$ cat src/core/pbr_cfg.svh
`ifndef PBR_CFG_SVH
`define PBR_CFG_SVH
// Summary of operation
// In combined mode a reset starts only when both buttons are held together for the whole setup delay.
// The setup delay is 2 s with the select input low, 6 s when floating and 10 s when high.
// In independent mode only the primary button needs the setup delay and the instant input resets at once.
// The instant input acts on its rising edge and, after a reset, its release must stay low 240 ms before re-arming.
// When the input levels have held for the setup delay one reset pulse of the timeout length is issued.
// A press shorter than the setup delay never causes a reset.
// Reset is asserted while the supply-low indication is active.
// Reset stays asserted for the timeout period after the supply-low indication clears.
// The battery-low output follows the battery comparator, apart from the reset logic.
// Both button inputs are active low.
// The instant input is active high and its level is set by the outside circuit.
// The setup counter restarts from zero whenever a required button is released early.
// Each button input passes a two-stage synchroniser before use.

// ****************************************************************
// Timing
// ****************************************************************
`define PBR_CLK_HZ        40000000
`define PBR_DELAY_LOW_S   2
`define PBR_DELAY_OPEN_S  6
`define PBR_DELAY_HIGH_S  10
`define PBR_DEBOUNCE_MS   240
`define PBR_TIMEOUT_MS    200
`define PBR_DELAY_LOW_CYC  (`PBR_DELAY_LOW_S * `PBR_CLK_HZ)
`define PBR_DELAY_OPEN_CYC (`PBR_DELAY_OPEN_S * `PBR_CLK_HZ)
`define PBR_DELAY_HIGH_CYC (`PBR_DELAY_HIGH_S * `PBR_CLK_HZ)
`define PBR_DEBOUNCE_CYC   (`PBR_DEBOUNCE_MS * (`PBR_CLK_HZ / 1000))
`define PBR_TIMEOUT_CYC    (`PBR_TIMEOUT_MS * (`PBR_CLK_HZ / 1000))
`define PBR_CNT_W          32
`endif

$ cat src/core/pbr_pkg.sv
package pbr_pkg;
  typedef enum logic [1:0]
  {
    PBR_SEL_LOW  = 2'h0,
    PBR_SEL_OPEN = 2'h1,
    PBR_SEL_HIGH = 2'h3
  } pbr_sel_t;

  typedef enum logic [1:0]
  {
    PBR_ST_IDLE  = 2'h0,
    PBR_ST_PULSE = 2'h1,
    PBR_ST_WAIT  = 2'h3
  } pbr_state_t;
endpackage

$ cat src/core/pbr_sync_if.sv
`timescale 1ns/100ps
`default_nettype none
interface pbr_sync_if;
  logic [2:0] raw;
  logic [2:0] synced;
  modport src (output raw, input synced);
  modport dst (input raw, output synced);
endinterface
`default_nettype wire

$ cat src/core/pbr_sync.sv
`timescale 1ns/100ps
`default_nettype none
module pbr_sync
(
  input  wire logic mclk,
  input  wire logic rst_n,
  input  wire logic clkEn,
  pbr_sync_if.dst   sif
);
  logic [2:0] stage1_ff;
  logic [2:0] stage2_ff;
  logic [2:0] nxt_stage1;
  logic [2:0] nxt_stage2;

  // Button levels idle released (high); instant input idles low
  always_comb
  begin
    nxt_stage1 = stage1_ff;
    nxt_stage2 = stage2_ff;
    if (clkEn)
    begin
      nxt_stage1 = sif.raw;
      nxt_stage2 = stage1_ff;
    end
  end

  always_ff @(posedge mclk or negedge rst_n)
  begin
    if (!rst_n)
    begin
      stage1_ff <= 3'h3;
      stage2_ff <= 3'h3;
    end
    else
    begin
      stage1_ff <= nxt_stage1;
      stage2_ff <= nxt_stage2;
    end
  end

  assign sif.synced = stage2_ff;
endmodule // pbr_sync
`default_nettype wire

$ cat src/core/pbr_reset_supervisor.sv
`timescale 1ns/100ps
`default_nettype none
`include "pbr_cfg.svh"
module pbr_reset_supervisor
  import pbr_pkg::*;
#(
  parameter logic              INDEPENDENT  = 1'b0,
  parameter logic [31:0]       DELAY_LOW    = `PBR_DELAY_LOW_CYC,
  parameter logic [31:0]       DELAY_OPEN   = `PBR_DELAY_OPEN_CYC,
  parameter logic [31:0]       DELAY_HIGH   = `PBR_DELAY_HIGH_CYC,
  parameter logic [31:0]       DEBOUNCE_CYC = `PBR_DEBOUNCE_CYC,
  parameter logic [31:0]       TIMEOUT_CYC  = `PBR_TIMEOUT_CYC
)
(
  input  wire logic       mclk,
  input  wire logic       rst_n,
  input  wire logic       clkEn,
  input  wire logic       primary_button_n,
  input  wire logic       secondary_button_n,
  input  wire logic       instant_trigger_in,
  input  wire pbr_sel_t   delay_select_tristate,
  input  wire logic       supplyLow,
  input  wire logic       batteryBelow,
  output logic            resetOut_n,
  output logic            battery_low_n
);
  // ****************************************************************
  // Input synchronisation
  // ****************************************************************
  pbr_sync_if sif ();
  assign sif.raw = {instant_trigger_in, secondary_button_n, primary_button_n};

  pbr_sync u_sync
  (
    .mclk  (mclk),
    .rst_n (rst_n),
    .clkEn (clkEn),
    .sif   (sif)
  );

  logic priPress;
  logic secPress;
  logic instLvl;
  assign priPress = ~sif.synced[0];
  assign secPress = ~sif.synced[1];
  assign instLvl  = sif.synced[2];

  logic heldReq;
  always_comb
  begin
    if (INDEPENDENT)
      heldReq = priPress;
    else
      heldReq = priPress & secPress;
  end

  function automatic logic [31:0] delay_for(input pbr_sel_t s);
    case (s)
      PBR_SEL_LOW:  delay_for = DELAY_LOW;
      PBR_SEL_HIGH: delay_for = DELAY_HIGH;
      default:      delay_for = DELAY_OPEN;
    endcase
  endfunction

  // ****************************************************************
  // Setup delay and instant trigger
  // ****************************************************************
  logic [31:0] holdCnt_ff;
  logic [31:0] nxt_holdCnt;
  logic        holdDone_ff;
  logic        nxt_holdDone;
  logic        instPrev_ff;
  logic        nxt_instPrev;
  logic        instArmed_ff;
  logic        nxt_instArmed;
  logic [31:0] debCnt_ff;
  logic [31:0] nxt_debCnt;
  logic        holdFire;
  logic        instFire;
  pbr_state_t  state_ff;

  always_comb
  begin
    nxt_holdCnt   = holdCnt_ff;
    nxt_holdDone  = holdDone_ff;
    nxt_instPrev  = instPrev_ff;
    nxt_instArmed = instArmed_ff;
    nxt_debCnt    = debCnt_ff;
    holdFire      = 1'b0;
    instFire      = 1'b0;
    if (clkEn)
    begin
      if (!heldReq)
      begin
        nxt_holdCnt  = 32'h0;
        nxt_holdDone = 1'b0;
      end
      else if (!holdDone_ff)
      begin
        if (holdCnt_ff + 32'h1 >= delay_for(delay_select_tristate))
        begin
          holdFire     = 1'b1;
          nxt_holdDone = 1'b1;  // One pulse per press
        end
        else
          nxt_holdCnt = holdCnt_ff + 32'h1;
      end
      nxt_instPrev = instLvl;
      if (INDEPENDENT)
      begin
        if (instArmed_ff && instLvl && !instPrev_ff)
        begin
          instFire      = 1'b1;
          nxt_instArmed = 1'b0;
          nxt_debCnt    = 32'h0;
        end
        else if (!instArmed_ff && state_ff != PBR_ST_PULSE)
        begin
          // Release must stay low for the whole debounce window
          if (instLvl)
            nxt_debCnt = 32'h0;
          else if (debCnt_ff + 32'h1 >= DEBOUNCE_CYC)
            nxt_instArmed = 1'b1;
          else
            nxt_debCnt = debCnt_ff + 32'h1;
        end
      end
    end
  end

  always_ff @(posedge mclk or negedge rst_n)
  begin
    if (!rst_n)
    begin
      holdCnt_ff   <= 32'h0;
      holdDone_ff  <= 1'b0;
      instPrev_ff  <= 1'b0;
      instArmed_ff <= 1'b1;
      debCnt_ff    <= 32'h0;
    end
    else
    begin
      holdCnt_ff   <= nxt_holdCnt;
      holdDone_ff  <= nxt_holdDone;
      instPrev_ff  <= nxt_instPrev;
      instArmed_ff <= nxt_instArmed;
      debCnt_ff    <= nxt_debCnt;
    end
  end

  // ****************************************************************
  // Reset pulse generator
  // ****************************************************************
  pbr_state_t  nxt_state;
  logic [31:0] pulseCnt_ff;
  logic [31:0] nxt_pulseCnt;
  logic        rstOut_ff;
  logic        nxt_rstOut;
  logic        batLow_ff;
  logic        nxt_batLow;

  always_comb
  begin
    nxt_state    = state_ff;
    nxt_pulseCnt = pulseCnt_ff;
    nxt_rstOut   = rstOut_ff;
    nxt_batLow   = batLow_ff;
    if (clkEn)
    begin
      nxt_batLow = ~batteryBelow;
      case (state_ff)
        PBR_ST_IDLE:
        begin
          nxt_rstOut = 1'b1;
          if (supplyLow)
          begin
            nxt_state  = PBR_ST_WAIT;
            nxt_rstOut = 1'b0;
          end
          else if (holdFire || instFire)
          begin
            nxt_state    = PBR_ST_PULSE;
            nxt_pulseCnt = 32'h0;
            nxt_rstOut   = 1'b0;
          end
        end
        PBR_ST_WAIT:
        begin
          nxt_rstOut = 1'b0;
          if (!supplyLow)
          begin
            nxt_state    = PBR_ST_PULSE;
            nxt_pulseCnt = 32'h0;
          end
        end
        PBR_ST_PULSE:
        begin
          nxt_rstOut = 1'b0;
          if (supplyLow)
            nxt_state = PBR_ST_WAIT;
          else if (pulseCnt_ff + 32'h1 >= TIMEOUT_CYC)
          begin
            nxt_state  = PBR_ST_IDLE;
            nxt_rstOut = 1'b1;
          end
          else
            nxt_pulseCnt = pulseCnt_ff + 32'h1;
        end
        default:
        begin
          nxt_state  = PBR_ST_IDLE;
          nxt_rstOut = 1'b1;
        end
      endcase
    end
  end

  always_ff @(posedge mclk or negedge rst_n)
  begin
    if (!rst_n)
    begin
      state_ff    <= PBR_ST_IDLE;
      pulseCnt_ff <= 32'h0;
      rstOut_ff   <= 1'b1;
      batLow_ff   <= 1'b1;
    end
    else
    begin
      state_ff    <= nxt_state;
      pulseCnt_ff <= nxt_pulseCnt;
      rstOut_ff   <= nxt_rstOut;
      batLow_ff   <= nxt_batLow;
    end
  end

  assign resetOut_n    = rstOut_ff;
  assign battery_low_n = batLow_ff;

  // ****************************************************************
  // Assertions
  // ****************************************************************
  a_supply_holds_rst: assert property (@(posedge mclk)
    disable iff (!rst_n) (clkEn && supplyLow) |=> !resetOut_n)
    else $error("Reset not asserted under low supply");

  a_short_press_free: assert property (@(posedge mclk)
    disable iff (!rst_n) (!heldReq) |-> !holdFire)
    else $error("Reset fired without held buttons");

  a_counter_restart: assert property (@(posedge mclk)
    disable iff (!rst_n) (clkEn && !heldReq) |=> holdCnt_ff == 32'h0)
    else $error("Setup counter not restarted");

  a_pulse_starts: assert property (@(posedge mclk)
    disable iff (!rst_n)
    (clkEn && holdFire && state_ff == PBR_ST_IDLE && !supplyLow)
      |=> !resetOut_n && state_ff == PBR_ST_PULSE)
    else $error("Reset pulse missing after setup delay");

  a_combined_both: assert property (@(posedge mclk)
    disable iff (!rst_n) holdFire && !INDEPENDENT |-> priPress && secPress)
    else $error("Combined reset without both buttons");

  a_delay_select: assert property (@(posedge mclk)
    disable iff (!rst_n)
    holdFire |-> holdCnt_ff + 32'h1 >= delay_for(delay_select_tristate))
    else $error("Setup delay shorter than selected");

  a_debounce_arm: assert property (@(posedge mclk)
    disable iff (!rst_n)
    $rose(instArmed_ff) |-> $past(debCnt_ff) + 32'h1 >= DEBOUNCE_CYC)
    else $error("Instant input re-armed early");

  a_battery_follow: assert property (@(posedge mclk)
    disable iff (!rst_n) clkEn |=> battery_low_n == !$past(batteryBelow))
    else $error("Battery low output mismatch");

  a_recovery_hold: assert property (@(posedge mclk)
    disable iff (!rst_n)
    (clkEn && state_ff == PBR_ST_WAIT && !supplyLow)
      |=> state_ff == PBR_ST_PULSE && pulseCnt_ff == 32'h0)
    else $error("Recovery timeout not started");

  a_instant_fires: assert property (@(posedge mclk)
    disable iff (!rst_n)
    (instFire && state_ff == PBR_ST_IDLE && !supplyLow) |=> !resetOut_n)
    else $error("Instant input gave no reset");

  a_enable_freeze: assert property (@(posedge mclk)
    disable iff (!rst_n) !clkEn |=> $stable(state_ff) && $stable(holdCnt_ff))
    else $error("State moved while clock enable was low");
endmodule // pbr_reset_supervisor
`default_nettype wire

$ cat config.mk
export PLATFORM = sky130hd
export DESIGN_NAME = pbr_reset_supervisor
export DESIGN_NICKNAME = d
export VERILOG_FILES = /design/src/core/pbr_pkg.sv /design/src/core/pbr_sync_if.sv /design/src/core/pbr_sync.sv /design/src/core/pbr_reset_supervisor.sv
export VERILOG_INCLUDE_DIRS = /design/src /design/src/core
export SDC_FILE = /design/constraint.sdc
export NUM_CORES = 1
export LEC_CHECK = 0
export ABC_CLOCK_PERIOD_IN_PS = 9000
export BUFFER_PORTS_ARGS = -buffer_cell sky130_fd_sc_hd__buf_2
export CAP_MARGIN = 30
export CORE_MARGIN = 10
export CORE_UTILIZATION = 25
export DETAILED_ROUTE_END_ITERATION = 8
export PLACE_DENSITY = 0.35
export SLEW_MARGIN = 40
export SYNTH_ARGS = -nofsm -noshare
export SYNTH_HDL_FRONTEND = slang
export SYNTH_SLANG_ARGS = --single-unit
export TNS_END_PERCENT = 20
$ cat constraint.sdc
create_clock -name mclk -period 9 [get_ports mclk]
set_input_delay 0.45 -clock mclk [delete_from_list [all_inputs] [get_ports mclk]]
set_output_delay 0.45 -clock mclk [all_outputs]
set_load 0.05 [all_outputs]
==> impl_results.md, run 1 <==
* Clk root buf: clkbuf_16
* Clock buffer count from CTS at 9
* Clock share of power at 0.459
* First-pass GRT wire length at 21.3 mm
* Number of synthesized flops with an enable pin at 0
* Die area at 24,600 um2
* Fill count at 1,903
* H-tree depth at 3
* Class of the most critical setup path: reg -> reg
* VDD IR max at 0.0833 mV
* Via density at 5.20
* RSZ-0062 raised after global routing: false
* DR pass1 iterations at 4
* # port buffers at 10
* Clk_lat worst skew at 340 ps
* Pint at 582 uW
* Worst-path fanout max at 15
* Reg-to-Reg End: holdCnt_ff[6]
* Highest clock rate at 217 MHz
* Cell Area, Placed at 4930 um2
* RD Place Congestion at 0.755
* Iter 0 DRT Violations at 155
* Antenna Cells at 0
* Top cell type's share of synthesized area at 0.358
* WP data required at 9280 ps
* Setup TNS Final at 0 ps
* Postcts setup bufs at 0
* P_sw at 221 uW
* Synth warnings at 0
* Dominant cell type by area after synthesis: dfrtp_1
* CTS tree: built
* CP endpoint: holdCnt_ff[6]
* Primary FF master, synth: dfrtp_1
* Die H at 157 um
* Final hold viol count at 0
* Register area at 1830 um2
* Top cells by area, synth: dfrtp_1 (36%), ha_1 (4.8%), nand2_1 (4.1%), xnor2_1 (3.9%), dfstp_2 (3.4%)
* CTS Sinks at 73
* Worst reg-to-reg setup slack at 4390 ps
* Area of the multi-input gates at 2700 um2
* Antenna violations before repair at 0
* Mean Syn Cell Area at 9.15 um2
* DRC at 0
* Sequential Power Share at 0.445
* Vias in the first global route at 3,878
* Detailed-route via count at 3,837
* HP Class: in -> async
* Layout cells sized above 1 at 0.112
* Synth cell types at 63
* Post-synth top cells: dfrtp_1 (67), nand2_1 (51), nand3_1 (28)
* Critical path endpoint category: flop
* Buffers & Inverters on Critical Path at 0
* Detailed-placement wirelength estimate at 8.72 mm
* Delay-heaviest family, CP: simple AND/OR/NAND/NOR gates
* Clock slew at reported path FFs at 60 ps
* Max stage delay cell, worst path: nor4_2
* Starting Density at 0.257
* CP Launch Type: flop
* Clock Tree Buf Depth at 2
* Reg-to-Reg Start: holdCnt_ff[5]
* Largest net degree at the start of global routing at 74
* Critical path depth in cells at 14
* DIE WIDTH at 157 um
* Syn_nets at 540
* Synthesized area at 4680 um2
* Period Utilization, post-route at 0.512
* Resized Gates After CTS at 0
* Slew headroom at 0.467
* Final Cell Area at 5240 um2
* Count of state elements after synthesis at 73
* CP Cell Sequence: nand4_2 > nor4_2 > nand2_1 > xnor2_1 > ha_1 > a211oi_1 > nand2_1 > mux2i_1 > o211ai_1 > a211oi_1 > o2111ai_2 > or2_1 > nor4b_1 > a21o_1
* Area growth syn-to-layout at 11.9%
* Worst setup path startpoint: holdCnt_ff[5]
* Drt total wl at 12.8 mm
* Pwr Density at 153 nW/um2
* Worst path arrival time at 4890 ps
* Combinational share of power at 0.097
* Reg2reg path depth at 14
* Sw Share at 0.275
* Sequential cell area fraction in the yosys report at 0.392
* Tmin final at 4610 ps
* Final slew viol count at 0
* Outcome: finished, final reports clean
* Final clock skew at 6.21 ps
* Gate count after technology mapping at 512
* Most common cell in the netlist: dfrtp_1
* FP Rows at 49
* Final setup violation count at 0
* CP peak stage delay at 640 ps
* IO Count at 12
* Hold_buf cts at 0
* Core area at 18,200 um2
* GRT Residual Overflow at 0
* Async S/R FF share, synth at 1.00
* LEAKAGE at 0.00221 uW
* Nets at 532
* Tot GR Track Use at 0.109
* Worst slew pin tran at 793 ps
* Routed length per instance at 17.3 um
* Max Cap Viol at 0
* DRT antenna net count at 0
## final cells by class
type,count,area share
multi-input combinational,397,0.514
sequential,73,0.350
tap,229,0.0547
clock buffer,10,0.0437
timing repair buffer,11,0.0160
clock inverter,6,0.0129
inverter,12,0.00859
## worst register-to-register path: stages (launching register included)
cell,delay [ps]
dfrtp_1,450
nand4_2,240
nor4_2,640
nand2_1,140
xnor2_1,270
ha_1,300
a211oi_1,320
nand2_1,90
mux2i_1,140
o211ai_1,120
a211oi_1,420
o2111ai_2,480
or2_1,520
nor4b_1,300
a21o_1,120
## power by group through the flow
stage | clock (uW) | combinational, uW | sequential, uW
after CTS | 385 | 79.2 | 357
after floorplan | 0 | 51.0 | 362
after global routing | 399 | 89.3 | 360
after global placement | 0 | 75.4 | 363
after detailed placement | 0 | 78.9 | 363
final | 368 | 77.6 | 357
## per-stage QoR
stage,hold slack [ps],setup WS (ps),instances,total power [uW],utilization
2_1_floorplan,154,5450,512,413,-
3_3_place_gp,454,3910,721,439,0.268
3_5_place_dp,460,4220,722,442,0.271
4_1_cts,183,4160,738,822,0.287
5_1_grt,198,3880,738,849,0.288
6_report,138,4390,738,803,0.288
## cells in the final DEF (no fill, tap or decap), types with 3 or more instances in the layout
| cell type | instances |
|---|---|
| and3_1 | 15 |
| nand2b_1 | 5 |
| o21ai_0 | 12 |
| nor4_1 | 13 |
| or4_1 | 3 |
| dfstp_2 | 6 |
| a21boi_0 | 3 |
| dfrtp_1 | 67 |
| a31oi_1 | 25 |
| o21a_1 | 3 |
| nor3_2 | 3 |
| nand2_1 | 51 |
| a21o_1 | 4 |
| a211oi_1 | 5 |
| nand4_1 | 21 |
| nand3_1 | 28 |
| a211o_1 | 6 |
| buf_2 | 9 |
| xor2_1 | 6 |
| nor2b_1 | 10 |
| nor2_1 | 22 |
| o31ai_1 | 4 |
| or2_2 | 3 |
| a22o_1 | 11 |
| a41oi_1 | 10 |
| clkbuf_16 | 9 |
| xnor2_1 | 21 |
| or3_1 | 8 |
| ha_1 | 18 |
| mux2_2 | 6 |
| nor3_1 | 8 |
| o211ai_1 | 3 |
| and2_1 | 13 |
| inv_1 | 12 |
| a21oi_1 | 16 |
| nor4_2 | 3 |
| o21ai_1 | 3 |
| mux2i_1 | 7 |
## logic make-up (layout without fill, tap and decap cells)
group	after synthesis	in the layout	synth area share
AO/OA/AOI/OAI	119	119	0.184
XOR/XNOR	27	27	0.0505
buffers and inverters	42	39	0.0401
flip-flops	73	73	0.392
AND/OR/NAND/NOR	220	220	0.256
adder cells (fa/ha/maj)	18	18	0.0481
multiplexers	13	13	0.0294
## worst min-delay path by stage
stage / endpoint / slack [ps] / cells after the start
final: pulseCnt_ff[14] / 140 / 1
after detailed placement: battery_low_n / 460 / 2
after global placement: battery_low_n / 450 / 2
after CTS: pulseCnt_ff[14] / 180 / 1
after floorplan: holdCnt_ff[0] / 150 / 0
after global routing: pulseCnt_ff[14] / 200 / 1
## layer usage
| layer | global-route usage | vias to the layer above | part of all wire |
|---|---|---|---|
| li1 | - | 1907 | - |
| met1 | 0.133 | 1873 | 0.47 |
| met2 | 0.183 | 41 | 0.49 |
| met3 | 0.0269 | 16 | 0.027 |
| met4 | 0.0364 | 0 | 0.018 |
| met5 | 0 | - | 0 |
## sequential cells by signal (all words and copies together), names as in the netlist
signal and cells:
u_sync.stage1_ff 2, state_ff 2, u_sync.sif.synced 2, holdCnt_ff 32, pulseCnt_ff 32, resetOut_n 1
battery_low_n 1, holdDone_ff 1
Power figures use the tool's default switching activity.
==> run 2, diff against run 1 <==
ABC_AREA = 1   (was default)
ABC_CLOCK_PERIOD_IN_PS = 4300   (was 9000)
clock period = 4.3 ns   (was 9 ns; I/O delays follow)
==> impl_results.md, run 2 <==
* Outcome: finished, final reports clean
* Clk_lat worst skew at 340 ps (about the same)
* CP Launch Type: flop
* Gate count after technology mapping at 804 (+57%)
* Top cell type's share of synthesized area at 0.316 (-0.0417)
* Largest net degree at the start of global routing at 74 (unchanged)
* Setup TNS Final at 0 ps (unchanged)
* Syn_nets at 832 (+54%)
* Highest clock rate at 271 MHz (+25%)
* Antenna violations before repair at 0 (unchanged)
* Core area at 21,000 um2 (+15%)
* Final clock skew at 7.27 ps (+1.05 ps)
* Top flop regs: holdCnt_ff: 32 flops, pulseCnt_ff: 32 flops
* Tot GR Track Use at 0.115 (+0.00654)
* Count of state elements after synthesis at 73 (unchanged)
* Synth warnings at 0 (unchanged)
* Final slew viol count at 0 (unchanged)
* Via density at 4.53 (-13%)
* Drt total wl at 15.6 mm (+22%)
* Routed length per instance at 14.2 um (-18%)
* Critical path endpoint category: flop
* DRC at 0 (unchanged)
* Max Cap Viol at 0 (unchanged)
* Worst path arrival time at 3970 ps (-920 ps)
* Resized Gates After CTS at 0 (unchanged)
* Synth cell types at 35 (-44%)
* Vias in the first global route at 4,933 (+27%)
* Period Utilization, post-route at 0.858 (+0.346)
* Final setup violation count at 0 (unchanged)
* Die H at 166 um (+5.6%)
* FP Rows at 53 (+8.2%)
* Worst slew pin tran at 714 ps (-79.2 ps)
* Layout cells sized above 1 at 0.0755 (-0.0365)
* GRT Residual Overflow at 0 (unchanged)
* Die area at 27,400 um2 (+11%)
* Dominant cell type by area after synthesis: dfrtp_1
* Tmin final at 3690 ps (-919 ps)
* HP Class: in -> reg
* RD Place Congestion at 0.857 (+14%)
* H-tree depth at 3 (unchanged)
* # port buffers at 10 (unchanged)
* Class of the most critical setup path: reg -> reg
* Async S/R FF share, synth at 1.00 (unchanged)
* VDD IR max at 0.115 mV (+38%)
* Most frequent cells in the layout: nand2_1 (289), nor2_1 (120), inv_1 (71)
* Top cells by area, synth: dfrtp_1 (32%), nand2_1 (20%), nor2_1 (8.5%), nand3_1 (6.0%), inv_1 (5.0%)
* Final Total Pwr at 1860 uW (+130%)
* Mean Syn Cell Area at 6.59 um2 (-28%)
* DR pass1 iterations at 5 (+1)
* LEAKAGE at 0.00274 uW (+24%)
* Clock Tree Buf Depth at 2 (unchanged)
* Commonest non-fill, non-tap cell in the layout: nand2_1
* Nets at 844 (+59%)
* Final hold viol count at 0 (unchanged)
* First-pass GRT wire length at 26.2 mm (+23%)
* Area growth syn-to-layout at 12.4%
* RSZ-0062 raised after global routing: false
* Sequential cell area fraction in the yosys report at 0.346 (-0.0457)
* Most common cell in the netlist: nand2_1
* Clk root buf: clkbuf_16
* Iter 0 DRT Violations at 272 (+75%)
* Starting Density at 0.253 (-0.00421)
* Post-synth top cells: nand2_1 (289), nor2_1 (120), inv_1 (71)
* Hold path depth at 2
* Number of synthesized flops with an enable pin at 0 (unchanged)
* DIE WIDTH at 166 um (+5.6%)
* Worst-path fanout max at 32 (+17)
* CTS Sinks at 73 (unchanged)
* Clock slew at reported path FFs at 60 ps (about the same)
* Pwr Density at 313 nW/um2 (+100%)
* Detailed-placement wirelength estimate at 11.5 mm (+32%)
* DRT antenna net count at 0 (unchanged)
* IO Count at 12 (unchanged)
* Antenna Cells at 0 (unchanged)
* Clock buffer count from CTS at 9 (unchanged)
* WP data required at 4580 ps (-4700 ps)
* CTS tree: built
* Reg2reg path depth at 20 (+6)
* Detailed-route via count at 4,967 (+29%)
* Slew headroom at 0.524 (+0.0577)
* Primary FF master, synth: dfrtp_1
* Synthesized area at 5300 um2 (+13%)
## run 2: power by group
part / internal [uW] / switching, uW
clock network: 420 / 304
registers: 732 / 45.0
logic: 102 / 261
## run 2: metal layers
metal	share of wire	GRT usage	up-vias
met3	0.033	0.0163	15
met5	0	0	-
met4	0.017	0.0412	0
li1	-	-	2596
met2	0.39	0.163	61
met1	0.56	0.172	2295
## run 2: worst max-delay path, stage by stage, from the launching register on
cell and delay [ps]:
dfrtp_1 420, ha_1 230, nand2_1 160, nor2_4 260, nand2_2 140, nor4_1 220, buf_4 180, nand4_1 90
xnor2_1 180, ha_1 190, a21o_1 170, nand4_1 90, nand2_1 70, a21oi_1 220, nand3_1 150, nand2_2 110
nand2_4 140, nand3_4 90, buf_4 320, nand2_1 90, nand2_1 80
## run 2: kinds of logic after synthesis
| family | count (synthesis) | synth area share |
|---|---|---|
| simple gates | 544 | 0.439 |
| flops | 73 | 0.346 |
| xor+xnor | 27 | 0.0446 |
| buf+inv | 95 | 0.0779 |
| fa+ha+maj | 18 | 0.0425 |
| compound gates | 47 | 0.0498 |
## run 2: timing repair
action                    4_1_cts  5_1_grt
hold buffers                    1        0
buffers inserted                0        0
hold endpoints to repair       67        0
## run 2: final cells by class
cell class / count / area, um2
Fill cell: 2385 / 15000
Timing Repair Buffer: 21 / 166
Tap cell: 275 / 344
Multi-Input combinational cell: 636 / 3060
Inverter: 75 / 282
Sequential cell: 73 / 1830
Clock buffer: 13 / 260
Clock inverter: 3 / 15.0
## run 2: metrics by stage
step	setup slack, ps	instance area, um2	cells	hold slack, ps	util
final	609	5960	1096	34.9	0.284
after global placement	577	5670	1079	385	0.271
after floorplan	1370	5300	804	-80.6	-
after CTS	532	5960	1096	20.1	0.284
after global routing	107	5960	1096	27.3	0.284
after detailed placement	575	5680	1079	312	0.271
## run 2: worst paths after layout
| path | start | end | slack [ps] |
|---|---|---|---|
| worst max-delay path | holdCnt_ff[0] | pulseCnt_ff[18] | 610 |
| worst min-delay path | batteryBelow | battery_low_n | 30 |
| worst min register to register | u_sync.stage1_ff[0] | u_sync.stage1_ff[0] | 470 |
| max in group asynchronous | rst_n | pulseCnt_ff[28] | 3330 |
| min in group asynchronous | rst_n | holdCnt_ff[9] | 470 |
| worst max register to register | holdCnt_ff[0] | pulseCnt_ff[18] | 610 |
